## config.mk

```make
export PLATFORM = sky130hd
export DESIGN_NAME = fse_top
export DESIGN_NICKNAME = d
export VERILOG_FILES = /design/src/fse_fifo.v /design/src/fse_top.v
export VERILOG_INCLUDE_DIRS = /design/src
export SDC_FILE = /design/constraint.sdc
export NUM_CORES = 1
export LEC_CHECK = 0
export ABC_AREA = 0
export BUFFER_PORTS_ARGS = -buffer_cell sky130_fd_sc_hd__buf_2
export CAP_MARGIN = 20
export CORE_MARGIN = 1.5
export CORE_UTILIZATION = 45
export CTS_CLUSTER_DIAMETER = 100
export DETAILED_ROUTE_END_ITERATION = 16
export PLACE_DENSITY = 0.63
export SLEW_MARGIN = 40
export SYNTH_ARGS = -nofsm -noshare
export SYNTH_HDL_FRONTEND = slang
export SYNTH_SLANG_ARGS = --single-unit
```

## constraint.sdc

```tcl
create_clock -name clk_sys -period 3.75 [get_ports clk_sys]
set_input_delay 0.375 -clock clk_sys [delete_from_list [all_inputs] [get_ports clk_sys]]
set_output_delay 0.375 -clock clk_sys [all_outputs]
set_load 0.01 [all_outputs]
```

## src/fse_defines.vh

```
// Shared constants for the FSK demodulator and reply encoder
`ifndef FSE_DEFINES_VH
`define FSE_DEFINES_VH
// ==========================================================
// Clock and timing
`define FSE_CLK_MHZ       40
`define FSE_T_DIAGWIN_US  100
`define FSE_CYC_DIAGWIN   (`FSE_T_DIAGWIN_US * `FSE_CLK_MHZ)
`define FSE_T_DWRITE_US   79
`define FSE_CYC_DWRITE    (`FSE_T_DWRITE_US * `FSE_CLK_MHZ)
`define FSE_T_RDDLY_US    100
`define FSE_CYC_RDDLY     (`FSE_T_RDDLY_US * `FSE_CLK_MHZ)
`define FSE_T_BAUD_US     64
`define FSE_CYC_BAUD      (`FSE_T_BAUD_US * `FSE_CLK_MHZ)
`define FSE_T_DIAG_US     2000
`define FSE_T_HOLD_US     1000
`define FSE_T_READ_US     20000
`define FSE_T_DSTOP_US    128
// ==========================================================
// Period window, divider, threshold offsets, bytes
`define FSE_PER_MIN       8'h70
`define FSE_PER_MAX       8'h7D
`define FSE_DIV_DEF       7'h77
`define FSE_DIV_BASE      7'h71
`define FSE_HYST_HI       8'h05
`define FSE_HYST_LO       8'h07
`define FSE_DIAG_GOOD     8'hAF
`define FSE_DIAG_BAD      8'hFF
`define FSE_START_PAT     12'h00F
`endif

```

## src/fse_fifo.v

```verilog
// Byte FIFO between the demodulator and the reply encoder
module fse_fifo #(
	parameter W = 8,
	parameter D = 8,
	parameter AW = 3
) (
	input  wire          clk_sys,
	input  wire          nrst,
	input  wire          flush,
	input  wire [W-1:0]  in_data,
	input  wire          in_valid,
	output wire          in_ready,
	output reg  [W-1:0]  out_data,
	output wire          out_valid,
	input  wire          out_ready
);
	reg [W-1:0] mem [0:D-1];
	reg [AW-1:0] wp;
	reg [AW-1:0] rp;
	reg [AW:0]   cnt;
	wire wr = in_valid && in_ready;
	wire rd = out_valid && out_ready;
	assign in_ready  = (cnt != D[AW:0]);
	assign out_valid = (cnt != {(AW+1){1'b0}});
	// ==========================================================
	// Pointers and count; flush drops everything held
	always @(posedge clk_sys) begin
		if (!nrst || flush) begin
			wp  <= {AW{1'b0}};
			rp  <= {AW{1'b0}};
			cnt <= {(AW+1){1'b0}};
		end else begin
			if (wr) wp <= (wp == D[AW-1:0] - 1'b1) ? {AW{1'b0}} : wp + 1'b1;
			if (rd) rp <= (rp == D[AW-1:0] - 1'b1) ? {AW{1'b0}} : rp + 1'b1;
			cnt <= cnt + {{AW{1'b0}}, wr} - {{AW{1'b0}}, rd};
		end
	end
	// Storage has no reset, only the pointers and count do
	always @(posedge clk_sys) begin
		if (wr) mem[wp] <= in_data;
	end
	always @* begin
		out_data = mem[rp];
	end
endmodule

```

## src/fse_top.v

```verilog
// FSK period demodulator, antenna diagnosis, carrier divider and reply encoder
`include "fse_defines.vh"
// Function
// - Diagnosis accepts eight consecutive counts 112..125 inside a 0.1 ms window
// - Diagnosis signal only counts during the charge phase
// - 2 ms into charge send 0xAF if good, 0xFF on no oscillation or short
// - Sync mode keeps drivers on up to 1 ms after diagnosis
// - Divider defaults to 119 of the 16 MHz clock
// - Divider selectable in single steps 114 to 124
// - Each limiter period measured by counting 16 MHz ticks
// - 12-bit comparison register, start on 8 below then 4 above
// - Two-period filter in front of the start register
// - Measure resonance threshold first, then hunt for the start bit
// - Filter bit stream and buffer it byte-wise before the encoder
// - Valid count 112..125, average of eight valid counts accepted
// - Write mode measurement starts at host line fall plus fixed delay
// - Read mode measurement start is delayed for a stable signal
// - Accepted average can load the divider for carrier adaptation
// - Threshold is average plus 5 or plus 7 for hysteresis
// - Async frames LSB first at 15.625 kbaud, high start, low stop
// - Transponder data bits are inverted on the reply output
// - Sending starts after the start bit; start byte goes first
// - Stop and idle on host line low or 20 ms into read
// - Sync mode raises output when a byte is ready, host clocks eight falls
module fse_top #(
	parameter       PPB       = 16,
	parameter [19:0] CYC_DIAG  = `FSE_T_DIAG_US * `FSE_CLK_MHZ,
	parameter [19:0] CYC_HOLD  = `FSE_T_HOLD_US * `FSE_CLK_MHZ,
	parameter [19:0] CYC_READ  = `FSE_T_READ_US * `FSE_CLK_MHZ,
	parameter [19:0] CYC_DSTOP = `FSE_T_DSTOP_US * `FSE_CLK_MHZ
) (
	input  wire       clk_sys,
	input  wire       nrst,
	input  wire       limiter_in,
	input  wire       diag_in,
	input  wire       short_fault,
	input  wire       charge_phase,
	input  wire       read_phase,
	input  wire       write_mode,
	input  wire       sync_mode,
	input  wire [3:0] div_sel,
	input  wire       host_control_line,
	output reg        serial_reply_output,
	output reg        carrier_out,
	output reg        drivers_hold,
	output reg  [6:0] div_factor,
	output reg  [7:0] reso_avg,
	output reg        reso_valid,
	output reg        start_found
);
	localparam [2:0] RX_IDLE = 3'd0, RX_WAIT = 3'd1, RX_MEAS = 3'd2, RX_HUNT = 3'd3, RX_DATA = 3'd4;
	localparam [1:0] TX_IDLE = 2'd0, TX_ASYNC = 2'd1, TX_SYNC = 2'd2;
	localparam [4:0] BIT_INIT = PPB - PPB / 2 - 4;
	// Reload values sized to their counters so no bits are dropped silently
	localparam [11:0] BAUD_LAST = `FSE_CYC_BAUD - 1;
	localparam [11:0] DLY_WRITE = `FSE_CYC_DWRITE;
	localparam [11:0] DLY_READ  = `FSE_CYC_RDDLY;

	function in_win;
		input [7:0] p;
		in_win = (p >= `FSE_PER_MIN) && (p <= `FSE_PER_MAX);
	endfunction

	// ==========================================================
	// 16 MHz tick from 40 MHz: add 2, wrap at 5
	reg [2:0] acc;
	wire      tick = (acc >= 3'd3);
	always @(posedge clk_sys) begin
		if (!nrst) acc <= 3'd0;
		else acc <= tick ? acc - 3'd3 : acc + 3'd2;
	end

	// ==========================================================
	// Carrier divider, selection and auto adaptation
	reg [6:0] next_div;
	reg [6:0] div_cnt;
	always @* begin
		next_div = `FSE_DIV_DEF;
		if (div_sel == 4'hF) begin
			if (reso_valid) next_div = reso_avg[6:0];
		end else if (div_sel != 4'h0 && div_sel <= 4'hB)
			next_div = `FSE_DIV_BASE + {3'b000, div_sel};
	end
	always @(posedge clk_sys) begin
		if (!nrst) begin
			div_factor  <= `FSE_DIV_DEF;
			div_cnt     <= 7'd0;
			carrier_out <= 1'b0;
		end else begin
			div_factor <= next_div;
			if (tick) begin
				div_cnt     <= (div_cnt >= div_factor - 7'd1) ? 7'd0 : div_cnt + 7'd1;
				carrier_out <= (div_cnt < {1'b0, div_factor[6:1]});
			end
		end
	end

	// ==========================================================
	// Period counter on limiter rising edges, saturating
	reg       lim_d;
	reg [7:0] per_cnt;
	reg [7:0] period;
	reg       per_ev;
	always @(posedge clk_sys) begin
		if (!nrst) begin
			lim_d   <= 1'b0;
			per_cnt <= 8'd0;
			period  <= 8'd0;
			per_ev  <= 1'b0;
		end else begin
			lim_d  <= limiter_in;
			per_ev <= limiter_in && !lim_d;
			// The edge cycle's tick opens the next period: no tick is lost and the
			// count does not depend on where the edge falls in the tick pattern
			if (limiter_in && !lim_d) begin
				period  <= per_cnt;
				per_cnt <= {7'd0, tick};
			end else if (tick && per_cnt != 8'hFF)
				per_cnt <= per_cnt + 8'd1;
		end
	end

	// ==========================================================
	// Charge phase: diagnosis window, diag byte, driver hold
	reg        chg_d;
	reg [19:0] chg_tmr;
	reg [3:0]  diag_run;
	reg        diag_ok;
	reg        short_seen;
	reg        diag_push;
	reg [15:0] hold_tmr;
	reg        hold_arm;
	wire       in_diagwin = charge_phase && (chg_tmr < `FSE_CYC_DIAGWIN);
	always @(posedge clk_sys) begin
		if (!nrst) begin
			chg_d <= 1'b0; chg_tmr <= 20'd0; diag_run <= 4'd0; diag_ok <= 1'b0;
			short_seen <= 1'b0; diag_push <= 1'b0; hold_tmr <= 16'd0; hold_arm <= 1'b0;
			drivers_hold <= 1'b0;
		end else begin
			chg_d     <= charge_phase;
			diag_push <= 1'b0;
			if (charge_phase && !chg_d) begin
				chg_tmr <= 20'd0; diag_run <= 4'd0; diag_ok <= 1'b0; short_seen <= 1'b0;
			end else if (charge_phase) begin
				// Timer saturates so an overlong charge never pushes a second byte
				if (chg_tmr != 20'hFFFFF) chg_tmr <= chg_tmr + 20'd1;
				if (short_fault) short_seen <= 1'b1;
				// Diagnosis only looked at in charge, inside the window
				if (in_diagwin && diag_in && per_ev && !diag_ok) begin
					if (in_win(period)) begin
						diag_run <= diag_run + 4'd1;
						if (diag_run == 4'd7) diag_ok <= 1'b1;
					end else
						diag_run <= 4'd0;
				end
				if (chg_tmr == CYC_DIAG - 20'd1) diag_push <= 1'b1;
				// Hold starts where the diagnosis window closes
				if (chg_tmr == `FSE_CYC_DIAGWIN && sync_mode) hold_arm <= 1'b1;
			end
			// Hold counts on its own so it outlives a host line change
			if (hold_arm) begin
				hold_arm <= 1'b0; hold_tmr <= CYC_HOLD[15:0]; drivers_hold <= 1'b1;
			end else if (hold_tmr != 16'd0) begin
				hold_tmr <= hold_tmr - 16'd1;
				if (hold_tmr == 16'd1) drivers_hold <= 1'b0;
			end
		end
	end

	// ==========================================================
	// Receive sequencer: delay, resonance measure, hunt, data
	reg [2:0]  rx_st;
	reg        rd_d;
	reg        hcl_d;
	reg [11:0] dly;
	reg [3:0]  m_cnt;
	reg [10:0] m_sum;
	reg        m_bad;
	reg        cmp_prev;
	reg        filt;
	reg [11:0] sr12;
	reg [4:0]  per_in_bit;
	reg [2:0]  bit_idx;
	reg [7:0]  byte_sr;
	reg        pend;
	reg [7:0]  pend_byte;
	reg [19:0] rd_tmr;
	reg [19:0] low_tmr;
	wire       fifo_in_ready;
	wire       hcl_fall = hcl_d && !host_control_line;
	wire [7:0] thr = reso_avg + (filt ? `FSE_HYST_HI : `FSE_HYST_LO);
	wire       raw_hi = (period > thr);
	// Sum of all eight counts, cut only once by the divide: halving each part
	// on its own would lose up to one count of the average
	wire [10:0] m_tot = m_sum + {3'b000, period};
	// Sync mode cannot stop on a single fall: those falls are the bit clock
	wire       stop_rd = (rx_st != RX_IDLE) &&
		((sync_mode ? (low_tmr >= CYC_DSTOP) : hcl_fall) || rd_tmr >= CYC_READ - 20'd1);
	always @(posedge clk_sys) begin
		if (!nrst) begin
			rx_st <= RX_IDLE; rd_d <= 1'b0; hcl_d <= 1'b1; dly <= 12'd0; m_cnt <= 4'd0;
			m_sum <= 11'd0; m_bad <= 1'b0; cmp_prev <= 1'b0; filt <= 1'b0; sr12 <= 12'd0;
			per_in_bit <= 5'd0; bit_idx <= 3'd0; byte_sr <= 8'd0; pend <= 1'b0;
			pend_byte <= 8'd0; rd_tmr <= 20'd0; low_tmr <= 20'd0;
			reso_avg <= 8'd0; reso_valid <= 1'b0; start_found <= 1'b0;
		end else begin
			rd_d  <= read_phase;
			hcl_d <= host_control_line;
			low_tmr <= host_control_line ? 20'd0 : (low_tmr == 20'hFFFFF ? low_tmr : low_tmr + 20'd1);
			rd_tmr  <= (rx_st == RX_IDLE) ? 20'd0 : rd_tmr + 20'd1;
			// The diagnosis byte owns the write port when both want it; the data byte waits
			if (pend && fifo_in_ready && !diag_push) pend <= 1'b0;
			if (stop_rd) begin
				// A waiting byte would otherwise leak into the next read after the flush
				rx_st <= RX_IDLE; start_found <= 1'b0;
				pend <= 1'b0;
			end else case (rx_st)
				RX_IDLE: begin
					if (write_mode && hcl_fall) begin
						dly <= DLY_WRITE; rx_st <= RX_WAIT;
					end else if (read_phase && !rd_d) begin
						dly <= DLY_READ; rx_st <= RX_WAIT;
					end
					m_cnt <= 4'd0; m_sum <= 11'd0; m_bad <= 1'b0;
				end
				RX_WAIT: begin
					if (dly == 12'd0) rx_st <= RX_MEAS;
					else dly <= dly - 12'd1;
				end
				RX_MEAS: if (per_ev) begin
					m_sum <= m_tot;
					m_cnt <= m_cnt + 4'd1;
					if (!in_win(period)) m_bad <= 1'b1;
					if (m_cnt == 4'd7) begin
						m_cnt <= 4'd0; m_sum <= 11'd0; m_bad <= 1'b0;
						// A bad set simply restarts the eight-period run
						if (!m_bad && in_win(period)) begin
							reso_avg   <= m_tot[10:3];
							reso_valid <= 1'b1;
							sr12 <= 12'd0; filt <= 1'b0; cmp_prev <= 1'b0;
							rx_st <= RX_HUNT;
						end
					end
				end
				RX_HUNT: if (per_ev) begin
					cmp_prev <= raw_hi;
					if (raw_hi == cmp_prev) filt <= raw_hi;
					sr12 <= {sr12[10:0], (raw_hi == cmp_prev) ? raw_hi : filt};
					if ({sr12[10:0], (raw_hi == cmp_prev) ? raw_hi : filt} == `FSE_START_PAT) begin
						start_found <= 1'b1;
						byte_sr <= 8'h80; bit_idx <= 3'd1; per_in_bit <= BIT_INIT;
						rx_st <= RX_DATA;
					end
				end
				RX_DATA: if (per_ev) begin
					cmp_prev <= raw_hi;
					if (raw_hi == cmp_prev) filt <= raw_hi;
					if (per_in_bit == PPB[4:0] - 5'd1) begin
						per_in_bit <= 5'd0;
						byte_sr <= {filt, byte_sr[7:1]};
						bit_idx <= bit_idx + 3'd1;
						if (bit_idx == 3'd7) begin
							pend      <= 1'b1;
							pend_byte <= ~{filt, byte_sr[7:1]};
						end
					end else
						per_in_bit <= per_in_bit + 5'd1;
				end
				default: rx_st <= RX_IDLE;
			endcase
		end
	end

	// ==========================================================
	// Byte buffer; diag byte wins the write port, data waits in pend
	wire [7:0] fifo_out;
	wire       fifo_out_valid;
	reg        fifo_out_ready;
	wire       diag_sel = diag_push;
	fse_fifo #(.W(8), .D(8), .AW(3)) u_fifo (
		.clk_sys   (clk_sys),
		.nrst      (nrst),
		.flush     (stop_rd),
		.in_data   (diag_sel ? (diag_ok && !short_seen ? `FSE_DIAG_GOOD : `FSE_DIAG_BAD) : pend_byte),
		.in_valid  (diag_sel || pend),
		.in_ready  (fifo_in_ready),
		.out_data  (fifo_out),
		.out_valid (fifo_out_valid),
		.out_ready (fifo_out_ready)
	);

	// ==========================================================
	// Reply encoder: async NRZ frames or host-clocked sync bytes
	reg [1:0]  tx_st;
	reg [11:0] baud;
	reg [3:0]  tx_bit;
	reg [7:0]  tx_sr;
	always @* begin
		fifo_out_ready = (tx_st == TX_IDLE) && fifo_out_valid;
	end
	always @(posedge clk_sys) begin
		if (!nrst) begin
			tx_st <= TX_IDLE; baud <= 12'd0; tx_bit <= 4'd0; tx_sr <= 8'd0;
			serial_reply_output <= 1'b0;
		end else if (stop_rd) begin
			tx_st <= TX_IDLE; serial_reply_output <= 1'b0;
		end else case (tx_st)
			TX_IDLE: begin
				serial_reply_output <= 1'b0;
				if (fifo_out_valid) begin
					tx_sr <= fifo_out; tx_bit <= 4'd0; baud <= BAUD_LAST;
					serial_reply_output <= 1'b1;
					tx_st <= sync_mode ? TX_SYNC : TX_ASYNC;
				end
			end
			TX_ASYNC: begin
				if (baud != 12'd0) baud <= baud - 12'd1;
				else begin
					baud   <= BAUD_LAST;
					tx_bit <= tx_bit + 4'd1;
					if (tx_bit < 4'd8) begin
						serial_reply_output <= tx_sr[0];
						tx_sr <= {1'b0, tx_sr[7:1]};
					end else if (tx_bit == 4'd8)
						serial_reply_output <= 1'b0;
					else
						tx_st <= TX_IDLE;
				end
			end
			// Byte ends on the rise after the eighth fall, so the last bit stands its whole low phase
			TX_SYNC: begin
				if (hcl_fall && tx_bit < 4'd8) begin
					serial_reply_output <= tx_sr[0];
					tx_sr  <= {1'b0, tx_sr[7:1]};
					tx_bit <= tx_bit + 4'd1;
				end else if (tx_bit == 4'd8 && host_control_line && !hcl_d) begin
					serial_reply_output <= 1'b0;
					tx_st <= TX_IDLE;
				end
			end
			default: tx_st <= TX_IDLE;
		endcase
	end
endmodule

```

==> run summary <==
PwrDens - 510 nW/um^2
Clock Latency Late Sink - 0.51 ns
Reg clk slew, reported paths - 0.06 ns
Critical Path Fanout Max - 8
Crit. path cell count - 14
Die height - 183 um
PortBufs - 33
Total CTS buffers - 36
Post-route minimum period - 3.45 ns
Clock sink total - 306
Run status - completed
Final hold slack - 0.0966 ns
Yosys top cell area share - 33.3%
Register area share after synthesis - 46.5%
FF+latch count, synth - 306
Max incr delay on CP - 0.46 ns
IO Pins - 34
Vias in the first global route - 10600
Post-Syn Nets - 1628
Main flop type after synthesis - dfxtp_1
CP Capture Type - register
Post-Syn Area - 14500 um^2
Top cells by area, synth - dfxtp_1, edfxtp_1, ha_1
Drt total wl - 30600 um
EDFF count, synth - 64
WL per Instance - 15.2 um
Setup-failing EPs final - 0
Avg Synthesized Cell Area - 9.42 um^2
Nets - 1666
Async SR Flop Fraction - 0%
Critical Path RT - 4.18 ns
Max frequency - 0.290 GHz
Final Max Tran Viols - 0
MaxCap Viol Count - 0
Area of the multi-input gates - 7320 um^2
Cell Rows - 65
Slew @ Worst Pin - 0.773 ns
Post-layout util - 51.5%
Static leakage - 6.02 nW
Max-slew headroom - 48.4%
WHS Path Cells - 3
Leading area contributor after synthesis - dfxtp_1
DRC viols - 0
Die W - 183 um
Post-route setup slack - 0.303 ns
CP Class - reg2reg
Critical Path Start Type - register
CP top delay family - compound AO/OA/AOI/OAI gates
Ys Warns - 0
Pre-CTS setup slack - 0.237 ns
GPL Wtd Cong - 0.874
RSZ-0062 raised after global routing - false
First-pass GRT wire length - 51500 um
CTS Hold Bufs - 0
Critical Path AT - 3.88 ns
Synthesis-to-finish area growth - 12.4%
Met3 usage - 3.20%
Critical path cell sequence - inv_1 > fa_1 > nand2b_1 > nand2_1 > xor2_1 > ha_1 > o21ai_0 > o21bai_1 > and3_1 > a311oi_1 > or2_2 > a2111oi_4 > buf_6 > mux2i_2
Worst reg-to-reg path cell count - 14
Post-CTS Setup Bufs - 0
Starting Density - 45.8%
Final TNS setup - 0 ns
Share of cells above drive strength 1 - 11.3%
Vias per cell - 5.47
Number of routed nets with antenna violations - 0
VDD IR-drop max - 339 uV
Via count - 11000
WP buf/inv - 2
Fill count - 2924
FF/Latch Area - 6770 um^2
Final cycle utilization of the critical path - 91.9%
First DRT Iteration DRCs - 595
Top Usage Layer GRT - met2
Die area - 33400 um^2
Highest-delay cell along the critical path - fa_1
Met2 usage - 30.6%
Yosys cell types - 80
Floorplan core area - 31700 um^2
CTS Root Cell - clkbuf_16
Cells after Synth - 1543
Antenna violations before repair - 0
Met1 global-route usage - 25.0%
CTS HTree Levels - 2
GRT overflow - 0
Clock Tree Buf Depth - 3
Largest net degree at the start of global routing - 37
GRT Util Overall - 18.6%
Post-DP HPWL - 20900 um
Most frequent cells in the layout - dfxtp_1, nor2_1, nand2_1
Final number of hold-violating endpoints - 0
DRT Pass-1 Iters - 6
Commonest non-fill, non-tap cell in the layout - dfxtp_1
Antenna Cells - 0
Setup Skew - 0.0114 ns
Min-Delay Path Class - in2reg
CTS tree - yes
final timing paths:
path                    start          end  slack, ns
setup / recovery  reso_avg[0]   byte_sr[2]       0.30
hold / removal    short_fault   short_seen        0.1
setup reg to reg  reso_avg[0]   byte_sr[2]       0.30
hold reg to reg   start_found  start_found       0.45
timing repair:
item / in CTS / in global routing
hold endpoints to repair: 0 / 0
gates resized for setup: 0 / 5
endpoints found under the setup margin: 0 / 8
Yosys cell counts (4+ instances only):
| cell | n |
|---|---|
| dfxtp_1 | 242 |
| nor2_1 | 184 |
| nand2_1 | 145 |
| a21oi_1 | 93 |
| ha_1 | 68 |
| o21ai_0 | 66 |
| edfxtp_1 | 64 |
| inv_1 | 61 |
| nand3_1 | 60 |
| nor3_1 | 46 |
| clkbuf_1 | 44 |
| xor2_1 | 44 |
| xnor2_1 | 43 |
| mux2i_1 | 36 |
| nand4_1 | 35 |
| and3_1 | 31 |
| nand2b_1 | 22 |
| or3_1 | 19 |
| a211oi_1 | 16 |
| mux4_2 | 16 |
| nor4_1 | 15 |
| or2_2 | 15 |
| a311oi_1 | 13 |
| o21a_1 | 12 |
| and2_1 | 11 |
| buf_2 | 8 |
| a22o_1 | 7 |
| nor2b_1 | 7 |
| nor3b_1 | 7 |
| o221a_2 | 7 |
| a21o_1 | 6 |
| a31o_2 | 5 |
| buf_4 | 5 |
| nand3b_1 | 5 |
| nor4b_1 | 5 |
| or4_1 | 5 |
| a31oi_1 | 4 |
| and4_1 | 4 |
| o211ai_1 | 4 |
| o22ai_1 | 4 |
| o41ai_1 | 4 |
area by class of cell:
class / count / area share (%)
multi-input combinational: 1116 / 44.8
sequential: 306 / 41.4
clock buffer: 51 / 6.29
tap: 402 / 3.08
timing repair buffer: 59 / 2.23
inverter: 62 / 1.42
clock inverter: 13 / 0.720
report_power, final:
| group | leakage (nW) | total, mW | internal, mW | switching [mW] |
|---|---|---|---|---|
| logic | 3.05 | 1.31 | 0.513 | 0.794 |
| registers | 2.40 | 3.67 | 3.51 | 0.164 |
| clock network | 0.561 | 3.35 | 1.99 | 1.36 |
cells by family (layout without fill, tap and decap cells):
| family | Yosys count | in the layout | share of synthesized area [%] |
|---|---|---|---|
| xor gates and xnor gates | 87 | 87 | 5.24 |
| AOI/OAI and AO/OA | 269 | 269 | 12.0 |
| and+or+nand+nor | 635 | 635 | 21.6 |
| buffers and inverters | 121 | 185 | 3.32 |
| adders and majority gates | 71 | 71 | 6.26 |
| DFF | 306 | 306 | 46.5 |
| muxes | 54 | 54 | 5.11 |
layer usage:
metal  routed length (um)  up-vias
li1                     -     5594
met1                14800     5176
met2                13900      164
met3                 1210       53
met4                  676        0
met5                    0        -
worst reg2reg max path, stage by stage, from the launching register on:
cell and delay [ns]:
dfxtp_2 0.36, inv_1 0.08, fa_1 0.46, nand2b_1 0.12
nand2_1 0.07, xor2_1 0.14, ha_1 0.30, o21ai_0 0.10
o21bai_1 0.24, and3_1 0.19, a311oi_1 0.06, or2_2 0.37
a2111oi_4 0.44, buf_6 0.21, mux2i_2 0.22
registers in the layout, summed over array words and instances, names as in the netlist, 11 cells and up, named ones only:
register	flops
u_fifo.mem	64
chg_tmr	20
low_tmr	20
rd_tmr	20
hold_tmr	16
baud	12
dly	12
m_sum	11
sr12	11
metrics by stage:
stage,area [um^2],total power [mW],cells
2_1_floorplan,14500,4.73,1543
4_1_cts,16300,8.43,2009
5_1_grt,16300,8.75,2009
6_report,16300,8.33,2009
3_3_place_gp,15200,5.01,1945
3_5_place_dp,15200,5.04,1945
(Power assumes the default switching activity.)
